<file path="config.mk">
export PLATFORM = sky130hd
export DESIGN_NAME = reb_rail_enable
export DESIGN_NICKNAME = d
export VERILOG_FILES = /design/src/hw/reb_pkg.sv /design/src/hw/reb_sync.sv /design/src/hw/reb_rail_enable.sv
export SDC_FILE = /design/constraint.sdc
export NUM_CORES = 1
export LEC_CHECK = 0
export BUFFER_PORTS_ARGS = -buffer_cell sky130_fd_sc_hd__buf_4
export CAP_MARGIN = 20
export CORE_ASPECT_RATIO = 1.75
export CORE_MARGIN = 5
export CORE_UTILIZATION = 45
export CTS_BUF_LIST = sky130_fd_sc_hd__clkbuf_8 sky130_fd_sc_hd__clkbuf_16
export CTS_CLUSTER_SIZE = 14
export DETAILED_ROUTE_END_ITERATION = 12
export PLACE_DENSITY = 0.74
export SLEW_MARGIN = 30
export SYNTH_ARGS = -nofsm -noshare
export SYNTH_HDL_FRONTEND = slang
export SYNTH_SLANG_ARGS = --single-unit
</file>
<file path="constraint.sdc">
create_clock -name clock -period 2.1 [get_ports clock]
set_input_delay 0.105 -clock clock [delete_from_list [all_inputs] [get_ports clock]]
set_output_delay 0.105 -clock clock [all_outputs]
set_load 0.1 [all_outputs]
</file>
<file path="src/hw/reb_pkg.sv">
package reb_pkg;
	// Subaddresses
	localparam logic [7:0] ADDR_KEY   = 8'h10;
	localparam logic [7:0] ADDR_CONV  = 8'h11;
	localparam logic [7:0] ADDR_SWOUT = 8'h12;
	localparam logic [7:0] ADDR_GCFG  = 8'h13;
	localparam logic [7:0] ADDR_PCFG  = 8'h14;

	// Power-on values and fixed read values
	localparam logic [7:0] RST_CONV   = 8'h00;
	localparam logic [7:0] RST_SWOUT  = 8'h00;
	localparam logic [7:0] RST_GCFG   = 8'h48;
	localparam logic [7:0] RST_PCFG   = 8'hC0;
	localparam logic [7:0] KEY_READ   = 8'h00;
	localparam logic [7:0] READ_NONE  = 8'h00;

	// Writable bits; the rest are reserved and read zero
	localparam logic [7:0] CONV_MASK  = 8'h3F;
	localparam logic [7:0] SWOUT_MASK = 8'h7F;
	localparam logic [7:0] GCFG_MASK  = 8'hFF;
	localparam logic [7:0] PCFG_MASK  = 8'hCF;

	// Field positions
	localparam int CONV6_BIT  = 5;
	localparam int CONV5_BIT  = 4;
	localparam int SEQ_CONV_W = 5;
	localparam int PIN3_BIT   = 6;
	localparam int PIN2_BIT   = 5;
	localparam int PIN1_BIT   = 4;
	localparam int SW3_BIT    = 3;
	localparam int SW2_BIT    = 2;
	localparam int SW1_BIT    = 1;
	localparam int LIN_BIT    = 0;
	localparam int PUSH_BIT   = 6;
	localparam int SEL_BIT    = 5;
	localparam int WARM_BIT   = 7;

	typedef struct packed {
		logic [SEQ_CONV_W-1:0] conv;
		logic                  switch1_on;
		logic                  linear_reg_on;
	} reb_seq_t;

	typedef struct packed {
		logic o;
		logic oe;
	} reb_pad_t;
endpackage

</file>
<file path="src/hw/reb_sync.sv">
`timescale 1ns/10ps
module reb_sync #(
	parameter int W      = 2,
	parameter int STAGES = 2
) (
	input  wire logic         clock,
	input  wire logic         resetn,
	input  wire logic [W-1:0] d,
	output logic      [W-1:0] q
);
	logic [W-1:0] stage_q [STAGES];

	generate
		if (STAGES < 2) begin : g_bad
			$error("reb_sync needs at least two stages");
		end
	endgenerate

	// First stage feeds only the next stage
	always_ff @(posedge clock or negedge resetn) begin
		if (!resetn) begin
			for (int i = 0; i < STAGES; i++) begin
				stage_q[i] <= '0;
			end
		end else begin
			stage_q[0] <= d;
			for (int i = 1; i < STAGES; i++) begin
				stage_q[i] <= stage_q[i-1];
			end
		end
	end

	assign q = stage_q[STAGES-1];
endmodule

</file>
<file path="src/hw/reb_rail_enable.sv">
`timescale 1ns/10ps
module reb_rail_enable #(
	parameter logic [7:0] KEY_XOR     = 8'h7D,
	parameter int         SYNC_STAGES = 2
) (
	input  wire logic             clock,
	input  wire logic             resetn,
	input  wire logic             reg_wr,
	input  wire logic             reg_rd,
	input  wire logic [7:0]       reg_addr,
	input  wire logic [7:0]       reg_wdata,
	output logic      [7:0]       reg_rdata,
	input  wire logic             factory_seal_flag,
	input  wire logic             seq_update,
	input  wire reb_pkg::reb_seq_t seq_req,
	input  wire logic             pin1_in,
	input  wire logic             pin3_in,
	output reb_pkg::reb_pad_t     pin1_pad,
	output reb_pkg::reb_pad_t     pin2_pad,
	output reb_pkg::reb_pad_t     pin3_pad,
	output logic      [5:0]       conv_on,
	output logic      [2:0]       switch_on,
	output logic                  linear_reg_on,
	output logic                  conv12_warm_reset
);
	logic [7:0] conv_q;
	logic [7:0] swout_q;
	logic [7:0] gcfg_q;
	logic [7:0] pcfg_q;
	logic [7:0] rdata_q;
	logic       unlock_q;
	logic [7:0] unlock_addr_q;
	logic       warm_q;
	logic [1:0] pin_sync;
	logic [7:0] conv_wr;
	logic       key_wr;
	logic       prot_wr;
	logic       pin2_lvl;
	reb_pkg::reb_pad_t pin1_q, pin2_q, pin3_q;

	generate
		if (SYNC_STAGES < 2) begin : g_bad
			$error("SYNC_STAGES must be at least two");
		end
	endgenerate

	function automatic logic hit(input logic [7:0] a, input logic [7:0] target);
		return a == target;
	endfunction

	function automatic logic [7:0] read_value(input logic [7:0] a, input logic [7:0] c,
		input logic [7:0] s, input logic [7:0] g, input logic [7:0] p);
		logic [7:0] v;
		v = reb_pkg::READ_NONE;
		if (hit(a, reb_pkg::ADDR_KEY)) v = reb_pkg::KEY_READ;
		if (hit(a, reb_pkg::ADDR_CONV)) v = c & reb_pkg::CONV_MASK;
		if (hit(a, reb_pkg::ADDR_SWOUT)) v = s & reb_pkg::SWOUT_MASK;
		if (hit(a, reb_pkg::ADDR_GCFG)) v = g;
		if (hit(a, reb_pkg::ADDR_PCFG)) v = p & reb_pkg::PCFG_MASK;
		return v;
	endfunction

	reb_sync #(
		.W      (2),
		.STAGES (SYNC_STAGES)
	) u_sync (
		.clock  (clock),
		.resetn (resetn),
		.d      ({pin3_in, pin1_in}),
		.q      (pin_sync)
	);

	// Unlock arms one write to the subaddress named by the key
	assign key_wr  = reg_wr && hit(reg_addr, reb_pkg::ADDR_KEY);
	assign prot_wr = reg_wr && unlock_q && (reg_addr == unlock_addr_q);

	always_ff @(posedge clock or negedge resetn) begin
		if (!resetn) begin
			unlock_q      <= 1'b0;
			unlock_addr_q <= 8'h00;
		end else if (key_wr) begin
			unlock_q      <= 1'b1;
			unlock_addr_q <= reg_wdata ^ KEY_XOR;
		end else if (reg_wr) begin
			// Any other write consumes or cancels the unlock
			unlock_q <= 1'b0;
		end
	end

	// Seal forbids host writes clearing the two backup converters
	always_comb begin
		conv_wr = reg_wdata & reb_pkg::CONV_MASK;
		if (factory_seal_flag) begin
			conv_wr[reb_pkg::CONV6_BIT] = conv_wr[reb_pkg::CONV6_BIT] |
				conv_q[reb_pkg::CONV6_BIT];
			conv_wr[reb_pkg::CONV5_BIT] = conv_wr[reb_pkg::CONV5_BIT] |
				conv_q[reb_pkg::CONV5_BIT];
		end
	end

	// Sequencer assigned last so it wins over a same-cycle host write
	always_ff @(posedge clock or negedge resetn) begin
		if (!resetn) begin
			conv_q <= reb_pkg::RST_CONV;
		end else begin
			if (prot_wr && hit(reg_addr, reb_pkg::ADDR_CONV)) begin
				conv_q <= conv_wr;
			end
			if (seq_update) begin
				conv_q[reb_pkg::SEQ_CONV_W-1:0] <= seq_req.conv;
			end
		end
	end

	always_ff @(posedge clock or negedge resetn) begin
		if (!resetn) begin
			swout_q <= reb_pkg::RST_SWOUT;
		end else begin
			if (prot_wr && hit(reg_addr, reb_pkg::ADDR_SWOUT)) begin
				swout_q <= reg_wdata & reb_pkg::SWOUT_MASK;
			end
			if (seq_update) begin
				swout_q[reb_pkg::SW1_BIT] <= seq_req.switch1_on;
				swout_q[reb_pkg::LIN_BIT] <= seq_req.linear_reg_on;
			end
		end
	end

	always_ff @(posedge clock or negedge resetn) begin
		if (!resetn) begin
			gcfg_q <= reb_pkg::RST_GCFG;
			pcfg_q <= reb_pkg::RST_PCFG;
		end else if (prot_wr) begin
			if (hit(reg_addr, reb_pkg::ADDR_GCFG)) gcfg_q <= reg_wdata & reb_pkg::GCFG_MASK;
			if (hit(reg_addr, reb_pkg::ADDR_PCFG)) pcfg_q <= reg_wdata & reb_pkg::PCFG_MASK;
		end
	end

	always_ff @(posedge clock or negedge resetn) begin
		if (!resetn) begin
			rdata_q <= reb_pkg::READ_NONE;
		end else if (reg_rd) begin
			rdata_q <= read_value(reg_addr, conv_q, swout_q, gcfg_q, pcfg_q);
		end
	end

	// Pin one: open-drain output, or released as input
	always_ff @(posedge clock or negedge resetn) begin
		if (!resetn) begin
			pin1_q <= '0;
		end else begin
			pin1_q.o  <= 1'b0;
			pin1_q.oe <= !gcfg_q[reb_pkg::SEL_BIT] && !swout_q[reb_pkg::PIN1_BIT];
		end
	end

	// Pin two: level from its bit or from pin one; push-pull or open-drain
	always_comb begin
		pin2_lvl = gcfg_q[reb_pkg::SEL_BIT] ? pin_sync[0] : swout_q[reb_pkg::PIN2_BIT];
	end

	always_ff @(posedge clock or negedge resetn) begin
		if (!resetn) begin
			pin2_q <= '0;
		end else begin
			pin2_q.o  <= gcfg_q[reb_pkg::PUSH_BIT] & pin2_lvl;
			pin2_q.oe <= gcfg_q[reb_pkg::PUSH_BIT] | !pin2_lvl;
		end
	end

	// Pin three: open-drain output, or active-low warm-reset input
	always_ff @(posedge clock or negedge resetn) begin
		if (!resetn) begin
			pin3_q <= '0;
			warm_q <= 1'b0;
		end else begin
			pin3_q.o  <= 1'b0;
			pin3_q.oe <= !pcfg_q[reb_pkg::WARM_BIT] && !swout_q[reb_pkg::PIN3_BIT];
			warm_q    <= pcfg_q[reb_pkg::WARM_BIT] && !pin_sync[1];
		end
	end

	assign reg_rdata         = rdata_q;
	assign pin1_pad          = pin1_q;
	assign pin2_pad          = pin2_q;
	assign pin3_pad          = pin3_q;
	assign conv_on           = conv_q[5:0];
	assign switch_on         = swout_q[reb_pkg::SW3_BIT:reb_pkg::SW1_BIT];
	assign linear_reg_on     = swout_q[reb_pkg::LIN_BIT];
	assign conv12_warm_reset = warm_q;
endmodule

</file>
* Yosys cells after proc, flatten, opt, wreduce, memory -nomap -nowiden *
Cells that the tools add are included.

storage, ports and cells
  logic and storage cells = 58
  register bits after elaboration = 53
  output and inout port bits = 25

cells by class
  muxes and demuxes = 12
  reduce and logical (&&, ||, !) cells = 19
  equality and inequality tests = 6
  bitwise gates (word level) = 5

operators with widths
  operator                                                          count
  8-bit by 5-bit == test with 1-bit output (second input constant)  5
  8-bit two-way mux                                                 2
  5-bit two-way mux                                                 2
  8-bit == test                                                     1
  1-bit logical AND                                                 8
  7-bit two-way mux                                                 1
  1-bit zero test                                                   6
  2-bit two-way mux                                                 3
  6-bit two-way mux                                                 1
  6-bit inverter                                                    1
  2-bit nonzero test                                                3
  2-bit AND reduction                                               2
  1-bit two-way mux                                                 3
  1-bit OR                                                          3
  1-bit bitwise AND                                                 1

* Logic depth before layout (Yosys ltp) *
Gate-level depths: netlist of run 1.

  depth after elaboration = 5
  mapped depth = 7
  gate-level depth less buffers = 5

* Hierarchy *
From an unflattened synthesis of run 1, not the netlist that was laid out.

second synthesis, totals
  cell total of the unflattened synthesis = 221
  area total of the unflattened synthesis = 2,511.2 sq um

modules (own cells, without submodules)
  module           area an instance (sq um)  sequential area each (sq um)  instances  cells each
  reb_rail_enable  2,396.0                   1,231.2                       1          215
  reb_sync         115.1                     100.1                         1          6

* Worst setup path after synthesis of run 1 *
OpenSTA, ideal clock, no wires.

  path type = input-to-reg
  start = input reg_addr[5]
  end = register swout_q[2]
  path slack = 0.242 ns
  setup time = 0.125 ns
  arrival = 1.733 ns
  path buffers = 1
  data required time = 1.975 ns
  stages = 5
  path through = nor4b_4 or4b_1 or4_1 buf_6 mux2_4

between the ends
  longest elaborated chain between the ends = 3

RTL lines
  item                             RTL line                source
  from (decl)                      reb_rail_enable.sv:10   input wire logic [7:0] reg_addr,
  8-bit == test                    reb_rail_enable.sv:75   assign prot_wr = reg_wr && unlock_q && (reg_addr == unlock_addr_q);
  1-bit logical AND                reb_rail_enable.sv:75
  1-bit logical AND (*)            reb_rail_enable.sv:119  if (prot_wr && hit(reg_addr, reb_pkg::ADDR_SWOUT)) begin
  to (signal assigned)             reb_rail_enable.sv:120  swout_q <= reg_wdata & reb_pkg::SWOUT_MASK;
  to (signal, indexed assignment)  reb_rail_enable.sv:123  swout_q[reb_pkg::SW1_BIT] <= seq_req.switch1_on;
  to (signal, indexed assignment)  reb_rail_enable.sv:124  swout_q[reb_pkg::LIN_BIT] <= seq_req.linear_reg_on;
  to (decl)                        reb_rail_enable.sv:27   logic [7:0] swout_q;

Every way passes the cells marked *; elsewhere a longest branch is shown, timed or not.
A chain may end at the register's enable or synchronous reset.

* Worst setup path in the final report of run 1 *
  start = register unlock_addr_q[4]
  end = register swout_q[3]

between the ends
  longest elaborated chain between the ends = 3

RTL lines
  item                    RTL line                source
  from (decl)             reb_rail_enable.sv:32   logic [7:0] unlock_addr_q;
  from (signal assigned)  reb_rail_enable.sv:83   unlock_addr_q <= reg_wdata ^ KEY_XOR;
  8-bit == test           reb_rail_enable.sv:75
  1-bit logical AND       reb_rail_enable.sv:75
  1-bit logical AND       reb_rail_enable.sv:119

No other way between the ends.

==> results of run 1 <==
-- routing by layer --
metal  up-vias  wire (um)
li1        835          -
met1       871       2000
met2        48       2980
met3        17        221
met4         0        265
met5         -          0
-- worst max-delay path, delay by kind of cell, from the launching register on --
kind | cells | cell delay [ns]
xor gates and xnor gates | 1 | 0.18
muxes | 1 | 0.30
buffers and inverters | 1 | 0.19
DFF | 1 | 0.41
and+or+nand+nor | 2 | 0.73
-- final cells by class --
type | count | share of cell area (%)
Tap cell | 55 | 2.30
Timing Repair Buffer | 64 | 16.3
Clock buffer | 6 | 2.76
Clock inverter | 2 | 1.13
Multi-Input combinational cell | 136 | 32.4
Inverter | 4 | 0.503
Sequential cell | 53 | 44.6
-- state kept, by name, indices dropped and copies added, names as in the netlist --
signal and flops:
pcfg_q 6, conv_q 6, u_sync.stage_q 2, conv12_warm_reset 1
pin3_pad 1, unlock_addr_q 8, pin2_pad 2, swout_q 7
u_sync.q 2, unlock_q 1, gcfg_q 8, reg_rdata 8
pin1_pad 1
-- report_power, final --
part           total, mW  internal (mW)  switching, mW
Combinational      0.359          0.104          0.255
Clock              0.700          0.384          0.316
Sequential          1.07           1.05         0.0211
Total               2.13           1.54          0.593
-- synth_stat cells, types with 2 or more instances --
cell type and instances:
dfrtp_1 49, xnor2_1 8, mux2i_1 8, clkbuf_1 5, o22ai_1 2, dfstp_2 4, nand3_1 4, buf_4 5
o221ai_1 3, inv_1 4, nor2_1 22, nor2b_1 3, nand2_1 12, nand2b_1 2, o21ai_0 8, mux2_2 20
a21oi_1 18, a22oi_1 3, or4_1 2, mux2_4 5, nand4_1 3, a31oi_1 2
-- per-stage QoR --
stage / instance area [um2] / total power [mW] / cells / hold WS, ns / utilization, %
6_report: 2990 / 2.13 / 320 / 0.0131 / 57.3
5_1_grt: 2990 / 2.20 / 320 / 0.0232 / 57.3
4_1_cts: 2990 / 2.15 / 320 / 0.0102 / 57.3
3_5_place_dp: 2840 / 1.45 / 309 / 0.179 / 54.5
3_3_place_gp: 2840 / 1.44 / 309 / 0.175 / 54.5
2_1_floorplan: 2380 / 1.32 / 204 / -0.191 / -
-- cell usage in the layout (no fill, tap or decap) --
cell	n
a31oi_1	2
a22oi_1	3
a21oi_1	18
nor2b_1	3
clkbuf_8	6
nand4b_1	1
nand2b_1	2
or2_2	1
nor2_1	22
or4b_1	1
nor4_2	1
mux2_4	5
a32oi_1	1
or2b_1	1
xnor2_1	8
mux2i_1	8
mux2_2	20
bufinv_16	1
conb_1	2
buf_4	61
dfrtp_1	49
o22ai_1	2
nand4_1	3
o221ai_1	3
nand3_1	4
a22o_1	1
o21ai_0	8
dlygate4sd3_1	3
nor4b_4	1
inv_1	5
dfstp_2	4
nand2_1	12
or4_1	2
and3_1	1
-- kinds of logic (layout without fill, tap and decap cells) --
family	Yosys count	count (layout)	share of synthesized area, %
buffers and inverters	15	76	3.47
DFF	53	53	56.0
xor gates and xnor gates	8	8	2.95
and+or+nand+nor	55	55	12.1
muxes	33	33	16.0
other	1	2	0.158
AOI/OAI and AO/OA	38	38	9.32
-- path summary, 6_finish.rpt --
| check | depth (start not counted) | to | start | slack, ns |
|---|---|---|---|---|
| worst max-delay path | 5 | swout_q[3] | unlock_addr_q[4] | 0.18 |
| worst min-delay path | 2 | unlock_q | reg_wr | 0.01 |
| worst max register to register | 5 | swout_q[3] | unlock_addr_q[4] | 0.18 |
| worst min register to register | 0 | u_sync.q[1] | u_sync.stage_q[3] | 0.36 |
| max in group asynchronous | 2 | unlock_addr_q[3] | resetn | 1.29 |
| min in group asynchronous | 2 | reg_rdata[5] | resetn | 0.38 |
==> results.py, run 1 <==
metrics = {
    "logic_synthesis": {
        "ys.flop_type": "dfrtp_1",
        "synth.distinct_cells": 33,
        "ys_seq_elements": 53,
        "synth_warnings": 0,
        "synth_top_area_cell": "dfrtp_1",
        "synthTopCellsByArea": "dfrtp_1, mux2_2, dfstp_2, a21oi_1, nor2_1",
        "synth_edf_count": 0,
        "synthesis.instances": 203,
        "synth_area_um2": 2380,
        "async_reset_ff_share_pct": 100,
        "synth.avg_cell_area_um2": 11.7,
        "yosysSeqAreaShare_pct": 56.0,
        "synthDominantCellAreaShare_pct": 51.6,
    },
    "critical_path": {
        "crit_chain": "xnor2_1 > nand4_1 > or4_1 > buf_4 > mux2_4",
        "slowest_delay_ns": 0.55,
        "critical_path.slowest_cell": "or4_1",
        "cp-start-kind": "flip-flop",
        "path_max_fanout": 7,
        "critPathArrivalTime_ns": 2.11,
        "critical_path_class": "flip-flop to flip-flop",
        "cp-end-kind": "flip-flop",
        "cp_data_required_time_ns": 2.29,
    },
    "global_routing": {
        "antenna_found_initial": 0,
        "grt.busiest_layer": "met2",
        "grt_use_total_pct": 17.0,
        "use_met2_pct": 30.4,
        "grt_pass1_vias": 1910,
        "grt_util_met1_pct": 17.7,
        "gr-total-overflow": 0,
        "grt_max_degree": 54,
        "grt_pass1_wl_um": 8820,
        "grtUsageMet3_pct": 2.96,
    },
    "timing": {
        "slew_viol_final": 0,
        "timing.fmax_mhz": 521,
        "max_slew.worst_pin.slew_ns": 0.657,
        "clock_skew_ns": 0.00752,
        "hold_viol": 0,
        "setup_viol": 0,
        "setup_ws_ns": 0.180,
        "fin_crit_sh_pct": 91.4,
        "slew_headroom_pct": 56.2,
        "grt_setup_unrepaired": "false",
        "fin_crit_ns": 1.92,
        "fin_setup_tns_ns": 0,
    },
    "clock_network": {
        "cts_resized": 0,
        "htree_num_levels": 2,
        "cts_root_buf": "clkbuf_8",
        "cts_made_buffers": 5,
        "cts_hold_buf": 3,
        "cts_buffer_depth": 2,
        "cts.sinks": 53,
        "cts_setup_buffers": 0,
        "clk_pin_slew_ns": 0.09,
        "clock_latency_ns": 0.31,
        "cts_tree": "done",
    },
    "layout": {
        "syn_to_final_growth_pct": 25.6,
        "n_antenna_cell": 0,
        "fill_cells": 461,
        "fin_nets": 295,
        "drive_above_1_share_pct": 37.7,
        "seqCellArea_um2": 1330,
        "multi_input_area_um2": 967,
    },
    "detailed_routing": {
        "drt_first_iter_violations": 63,
        "ant_nets": 0,
        "vias_per_cell": 5.53,
        "finalWirelength_um": 5470,
        "post_drt_wl_per_cell_um": 17.1,
        "dr.pass1.iters": 4,
        "vias": 1771,
        "drcViolationCount": 0,
    },
    "min_path": {
        "hold_path.class": "primary input to flip-flop",
    },
    "floorplanning": {
        "die_h_um": 106,
        "die_w_um": 64.9,
        "core-area_um2": 5210,
        "die_area_um2": 6890,
        "io_pins": 56,
        "start_util_pct": 45.6,
        "std_cell_rows": 35,
    },
    "power_and_ir_drop": {
        "power_leakage_nw": 1.40,
        "p_per_area_nw_per_um2": 713,
        "ir_drop_v": 0.000434,
    },
    "placement": {
        "place_congestion": 0.841,
        "dp_hpwl_um": 4030,
        "io_buffer_count": 53,
        "place_ws_ns": 0.0949,
    },
    "job": {
        "cap_viol_max_count": 0,
    },
    "status": {
        "status": "completed",
    },
}
No activity file was read; power rests on OpenSTA's default activity.
==> inputs of run 2 (changes only) <==
--- a/config.mk
+++ b/config.mk
@@ -13,7 +13,8 @@
 export CTS_BUF_LIST = sky130_fd_sc_hd__clkbuf_8 sky130_fd_sc_hd__clkbuf_16
 export CTS_CLUSTER_SIZE = 14
 export DETAILED_ROUTE_END_ITERATION = 12
-export PLACE_DENSITY = 0.74
+export HOLD_SLACK_MARGIN = 0.08
+export PLACE_DENSITY_LB_ADDON = 0.12
 export SLEW_MARGIN = 30
 export SYNTH_ARGS = -nofsm -noshare
 export SYNTH_HDL_FRONTEND = slang
==> run 2 against run 1 <==
  * Clock skew decreased by 0.0019 ns
  * First-iteration DRC count increased by 54%
  * Global-route usage decreased by 0.23 points
  * Critical endpoint unchanged
  * Non-clock buffer count increased by 17
  * Final cell count increased by 5.3%
  * Sequential power about the same
  * Clock power increased by 0.7%
==> results.py, run 2 (same netlist as run 1, synthesis figures left out) <==
metrics = {
    "critical_path": {
        "critical_path.slowest_cell": "or4_1",
        "path_max_fanout": 6,
        "cp_data_required_time_ns": 2.30,
        "critical_path_class": "flip-flop to flip-flop",
        "cp-end-kind": "flip-flop",
        "rr_startpoint": "unlock_addr_q[2]",
        "cp-start-kind": "flip-flop",
        "critPathArrivalTime_ns": 2.12,
        "critPathBufInv": 1,
        "cp_top_family": "simple AND/OR/NAND/NOR gates",
        "slowest_delay_ns": 0.58,
        "crit_start": "unlock_addr_q[2]",
        "crit_chain": "xnor2_1 > nand4_1 > or4_1 > buf_4 > mux2_4",
    },
    "layout": {
        "fin_nets": 312,
        "mostFrequentLayoutCell": "buf_4",
        "n_antenna_cell": 0,
        "syn_to_final_growth_pct": 32.7,
        "layout_common_cells": "buf_4, dfrtp_1, nor2_1",
        "drive_above_1_share_pct": 35.8,
    },
    "timing": {
        "setup_viol": 0,
        "fin_setup_tns_ns": 0,
        "hold_viol": 0,
        "fin_crit_ns": 1.92,
        "timing.hold.ws_ns": 0.0859,
        "timing.fmax_mhz": 520,
        "slew_viol_final": 0,
        "grt_setup_unrepaired": "false",
        "clock_skew_ns": 0.00560,
        "max_slew.worst_pin.slew_ns": 0.655,
        "slew_headroom_pct": 56.3,
        "fin_crit_sh_pct": 91.7,
    },
    "min_path": {
        "holdCritStartpoint": "reg_wdata[1]",
        "hold_path.class": "primary input to flip-flop",
    },
    "clock_network": {
        "cts_resized": 0,
        "clock_latency_ns": 0.30,
        "cts_root_buf": "clkbuf_8",
        "cts_made_buffers": 5,
        "clk_pin_slew_ns": 0.09,
        "cts_tree": "done",
        "htree_num_levels": 2,
        "cts_buffer_depth": 2,
        "cts.sinks": 53,
    },
    "floorplanning": {
        "start_util_pct": 45.6,
        "io_pins": 56,
        "die_area_um2": 6890,
        "die_w_um": 64.9,
        "die_h_um": 106,
        "core-area_um2": 5210,
        "std_cell_rows": 35,
    },
    "job": {
        "cap_viol_max_count": 0,
    },
    "placement": {
        "io_buffer_count": 53,
        "place_congestion": 0.760,
        "dp_hpwl_um": 4120,
    },
    "detailed_routing": {
        "post_drt_wl_per_cell_um": 16.4,
        "finalWirelength_um": 5540,
        "drt_first_iter_violations": 97,
        "vias_per_cell": 5.30,
        "dr.pass1.iters": 4,
        "drcViolationCount": 0,
        "vias": 1785,
        "ant_nets": 0,
    },
    "status": {
        "status": "completed",
    },
    "power_and_ir_drop": {
        "p_sw_mw": 0.601,
        "p_comb_share_pct": 17.7,
        "power_leakage_nw": 1.47,
        "p_int_mw": 1.56,
        "p_seq_share_pct": 49.6,
        "ir_drop_v": 0.000513,
        "p_per_area_nw_per_um2": 684,
        "clkPwrFrac_pct": 32.7,
        "swShare_pct": 27.8,
    },
    "global_routing": {
        "grt_max_degree": 54,
        "grt_pass1_vias": 1799,
        "antenna_found_initial": 0,
        "grt_use_total_pct": 16.8,
        "grt_pass1_wl_um": 8800,
        "gr-total-overflow": 0,
    },
}
-- run 2: power groups by stage --
stage / Sequential (mW) / Combinational, mW / Clock, mW
after global placement: 1.09 / 0.355 / 0
after floorplan: 1.21 / 0.106 / 0
after global routing: 1.08 / 0.407 / 0.755
final: 1.07 / 0.382 / 0.705
after detailed placement: 1.09 / 0.357 / 0
after CTS: 1.07 / 0.385 / 0.721
-- run 2: through the flow --
step | area (um2) | setup slack [ns] | util (%) | cells | power, mW
floorplan | 2380 | 0.242 | - | 204 | 1.32
global placement | 2850 | 0.103 | 54.6 | 310 | 1.45
detailed placement | 2850 | 0.0832 | 54.6 | 310 | 1.45
CTS | 3150 | 0.172 | 60.5 | 337 | 2.18
global route | 3150 | 0.0573 | 60.5 | 337 | 2.24
finish | 3150 | 0.175 | 60.5 | 337 | 2.16
-- run 2: per-layer routing --
| metal | track usage [%] | up-vias | routed length [um] |
|---|---|---|---|
| li1 | - | 865 | - |
| met5 | 0 | - | 0 |
| met1 | 19.6 | 865 | 2280 |
| met2 | 30.3 | 48 | 2980 |
| met4 | 5.30 | 0 | 90 |
| met3 | 3.17 | 7 | 185 |
-- run 2: cell type report --
class	instances	area (um2)
Clock inverter	2	33.8
Tap cell	55	68.8
Multi-Input combinational cell	136	967
Clock buffer	6	82.6
Timing Repair Buffer	81	656
Inverter	4	15.0
Sequential cell	53	1330
Fill cell	454	2060
-- run 2: worst reg2reg max path: cells and delay by family (launching register included) --
| family | cells | cell delay (ns) |
|---|---|---|
| AND/OR/NAND/NOR | 2 | 0.77 |
| buffers and inverters | 1 | 0.20 |
| XOR/XNOR | 1 | 0.16 |
| flip-flops | 1 | 0.40 |
| multiplexers | 1 | 0.30 |
-- run 2: worst paths after layout --
check | endpoint | slack [ns] | cells past startpoint
min in group asynchronous | u_sync.q[0] | 0.36 | 2
max in group asynchronous | unlock_addr_q[6] | 1.29 | 2
max | swout_q[3] | 0.18 | 5
min | pcfg_q[1] | 0.09 | 2
max reg2reg | swout_q[3] | 0.18 | 5
min reg2reg | u_sync.q[0] | 0.35 | 0
-- run 2: what timing repair did --
action	in CTS	in global routing
buffers inserted	0	0
hold endpoints to repair	84	0
hold buffers	19	0
==> inputs of run 3 (changes only) <==
--- a/config.mk
+++ b/config.mk
@@ -14,7 +14,7 @@
 export CTS_CLUSTER_SIZE = 14
 export DETAILED_ROUTE_END_ITERATION = 12
 export HOLD_SLACK_MARGIN = 0.08
-export PLACE_DENSITY_LB_ADDON = 0.12
+export PLACE_DENSITY = 0.69
 export SLEW_MARGIN = 30
 export SYNTH_ARGS = -nofsm -noshare
 export SYNTH_HDL_FRONTEND = slang
==> run 3 against run 2 <==
  * Hold slack worse by 0.0024 ns
  * First-iteration DRC count is 9.3% lower
  * Non-clock buffer count is 2 lower
  * Sequential power hardly changed
  * Clock skew is 0.0034 ns higher
  * Via count is 0.56% higher
  * Fmax hardly changed
  * Combinational power hardly changed
  * Critical path depth stayed put
  * Final cell count is 0.59% lower
  * Critical path type unchanged
  * Register-to-register slack hardly changed
  * Flip-flop and latch count stayed put
==> results.py, run 3 (same netlist as run 1, synthesis figures left out) <==
metrics = {
    "detailed_routing": {
        "highest_layer": "met4",
        "wl_met1_um": 2070,
        "dr_wl_met2_um": 3100,
        "post_drt_wl_per_cell_um": 16.4,
        "finalWirelength_um": 5500,
        "drcViolationCount": 0,
        "vias_per_cell": 5.36,
        "met3WireLength_um": 254,
        "dr.pass1.iters": 4,
        "drt_first_iter_violations": 88,
        "vias": 1795,
        "ant_nets": 0,
    },
    "global_routing": {
        "grt_pass1_vias": 1877,
        "gr-total-overflow": 0,
        "grt_use_total_pct": 17.5,
        "antenna_found_initial": 0,
        "grt_max_degree": 54,
        "grt_pass1_wl_um": 9130,
    },
    "placement": {
        "dp_hpwl_um": 4070,
        "io_buffer_count": 53,
        "place_ws_ns": 0.0848,
        "place_congestion": 0.781,
    },
    "status": {
        "status": "completed",
    },
    "timing": {
        "grt_setup_unrepaired": "false",
        "hold_viol": 0,
        "timing.fmax_mhz": 520,
        "slew_viol_final": 0,
        "clock_skew_ns": 0.00898,
        "setup_ws_ns": 0.177,
        "fin_setup_tns_ns": 0,
        "max_slew.worst_pin.slew_ns": 0.658,
        "fin_crit_ns": 1.92,
        "timing.hold.ws_ns": 0.0835,
        "slew_headroom_pct": 56.1,
        "setup_viol": 0,
        "fin_crit_sh_pct": 91.6,
    },
    "layout": {
        "layout_common_cells": "buf_4, dfrtp_1, nor2_1",
        "syn_to_final_growth_pct": 31.3,
        "fin_nets": 310,
        "mostFrequentLayoutCell": "buf_4",
        "n_antenna_cell": 0,
        "drive_above_1_share_pct": 36.1,
    },
    "power_and_ir_drop": {
        "power_leakage_nw": 1.45,
        "p_per_area_nw_per_um2": 664,
        "ir_drop_v": 0.000404,
        "clkPwrFrac_pct": 30.0,
        "p_comb_share_pct": 18.4,
        "swShare_pct": 29.1,
        "p_sw_mw": 0.604,
        "p_int_mw": 1.47,
        "p_seq_share_pct": 51.6,
    },
    "clock_network": {
        "cts_setup_buffers": 0,
        "clock_latency_ns": 0.30,
        "cts.sinks": 53,
        "clk_pin_slew_ns": 0.10,
        "cts_tree": "done",
        "cts_buffer_depth": 2,
        "cts_root_buf": "clkbuf_8",
        "cts_made_buffers": 5,
        "htree_num_levels": 2,
    },
    "floorplanning": {
        "std_cell_rows": 35,
        "core-area_um2": 5210,
        "start_util_pct": 45.6,
        "die_w_um": 64.9,
        "die_area_um2": 6890,
        "io_pins": 56,
        "die_h_um": 106,
    },
    "min_path": {
        "hold_end": "unlock_addr_q[1]",
        "min_delay_path_depth": 2,
        "hold_path.class": "primary input to flip-flop",
        "holdCritStartpoint": "reg_wdata[1]",
    },
    "critical_path": {
        "r2r-end": "swout_q[3]",
        "cp_data_required_time_ns": 2.29,
        "path_max_fanout": 7,
        "critPathArrivalTime_ns": 2.11,
        "r2r_slack_ns": 0.18,
        "rr_startpoint": "unlock_addr_q[4]",
        "cp-end-kind": "flip-flop",
        "reg2reg_depth": 5,
        "critical_path_class": "flip-flop to flip-flop",
        "cp-start-kind": "flip-flop",
    },
    "job": {
        "cap_viol_max_count": 0,
    },
}
run 3: cell types whose count changed in the layout (fill, tap and decap cells not counted):
cell / change
dlygate4sd3_1: -1
inv_1: -1
bufinv_16: -1
clkbuf_8: +1
clkinv_2: +1
buf_4: -1
run 3: what timing repair did:
| item | CTS | global route |
|---|---|---|
| resized for setup | 0 | 0 |
| hold buffers | 18 | 0 |
| hold endpoints to repair | 78 | 0 |
run 3: critical path, cell delays in order (launching register included):
cell     delay, ns
dfrtp_1       0.40
xnor2_1       0.17
nand4_1       0.18
or4_1         0.55
buf_4         0.20
mux2_4        0.30
run 3: per-stage QoR:
stage	total power [mW]	util (%)	instances	area, um2
final	2.07	59.9	335	3120
after global routing	2.15	59.9	335	3120
after global placement	1.44	54.5	309	2840
after floorplan	1.32	-	204	2380
after detailed placement	1.45	54.5	309	2840
after CTS	2.09	59.9	335	3120
run 3: final cells by class:
class                           count  area, um2
Clock buffer                        7       96.3
Clock inverter                      1       5.00
Fill cell                         439       2090
Inverter                            4       15.0
Multi-Input combinational cell    136        967
Sequential cell                    53       1330
Tap cell                           55       68.8
Timing Repair Buffer               79        638
run 3: metal layers:
| metal | track usage (%) | vias up |
|---|---|---|
| li1 | - | 859 |
| met1 | 19.1 | 879 |
| met2 | 32.7 | 51 |
| met3 | 3.17 | 6 |
| met4 | 6.05 | 0 |
| met5 | 0 | - |
run 3: how the worst max path moves through the flow:
stage / from / end
5_1_grt: unlock_addr_q[4] / swout_q[3]
3_3_place_gp: reg_addr[5] / swout_q[3]
2_1_floorplan: reg_addr[5] / swout_q[2]
3_5_place_dp: reg_addr[5] / swout_q[4]
6_report: unlock_addr_q[4] / swout_q[3]
4_1_cts: unlock_addr_q[4] / swout_q[4]
run 3: power groups by stage:
stage                     clock network (mW)  logic [mW]  registers [mW]
after floorplan                            0       0.106            1.21
after global placement                     0       0.355            1.09
after detailed placement                   0       0.358            1.09
after CTS                              0.632       0.385            1.07
after global routing                   0.673       0.406            1.07
final                                  0.623       0.382            1.07
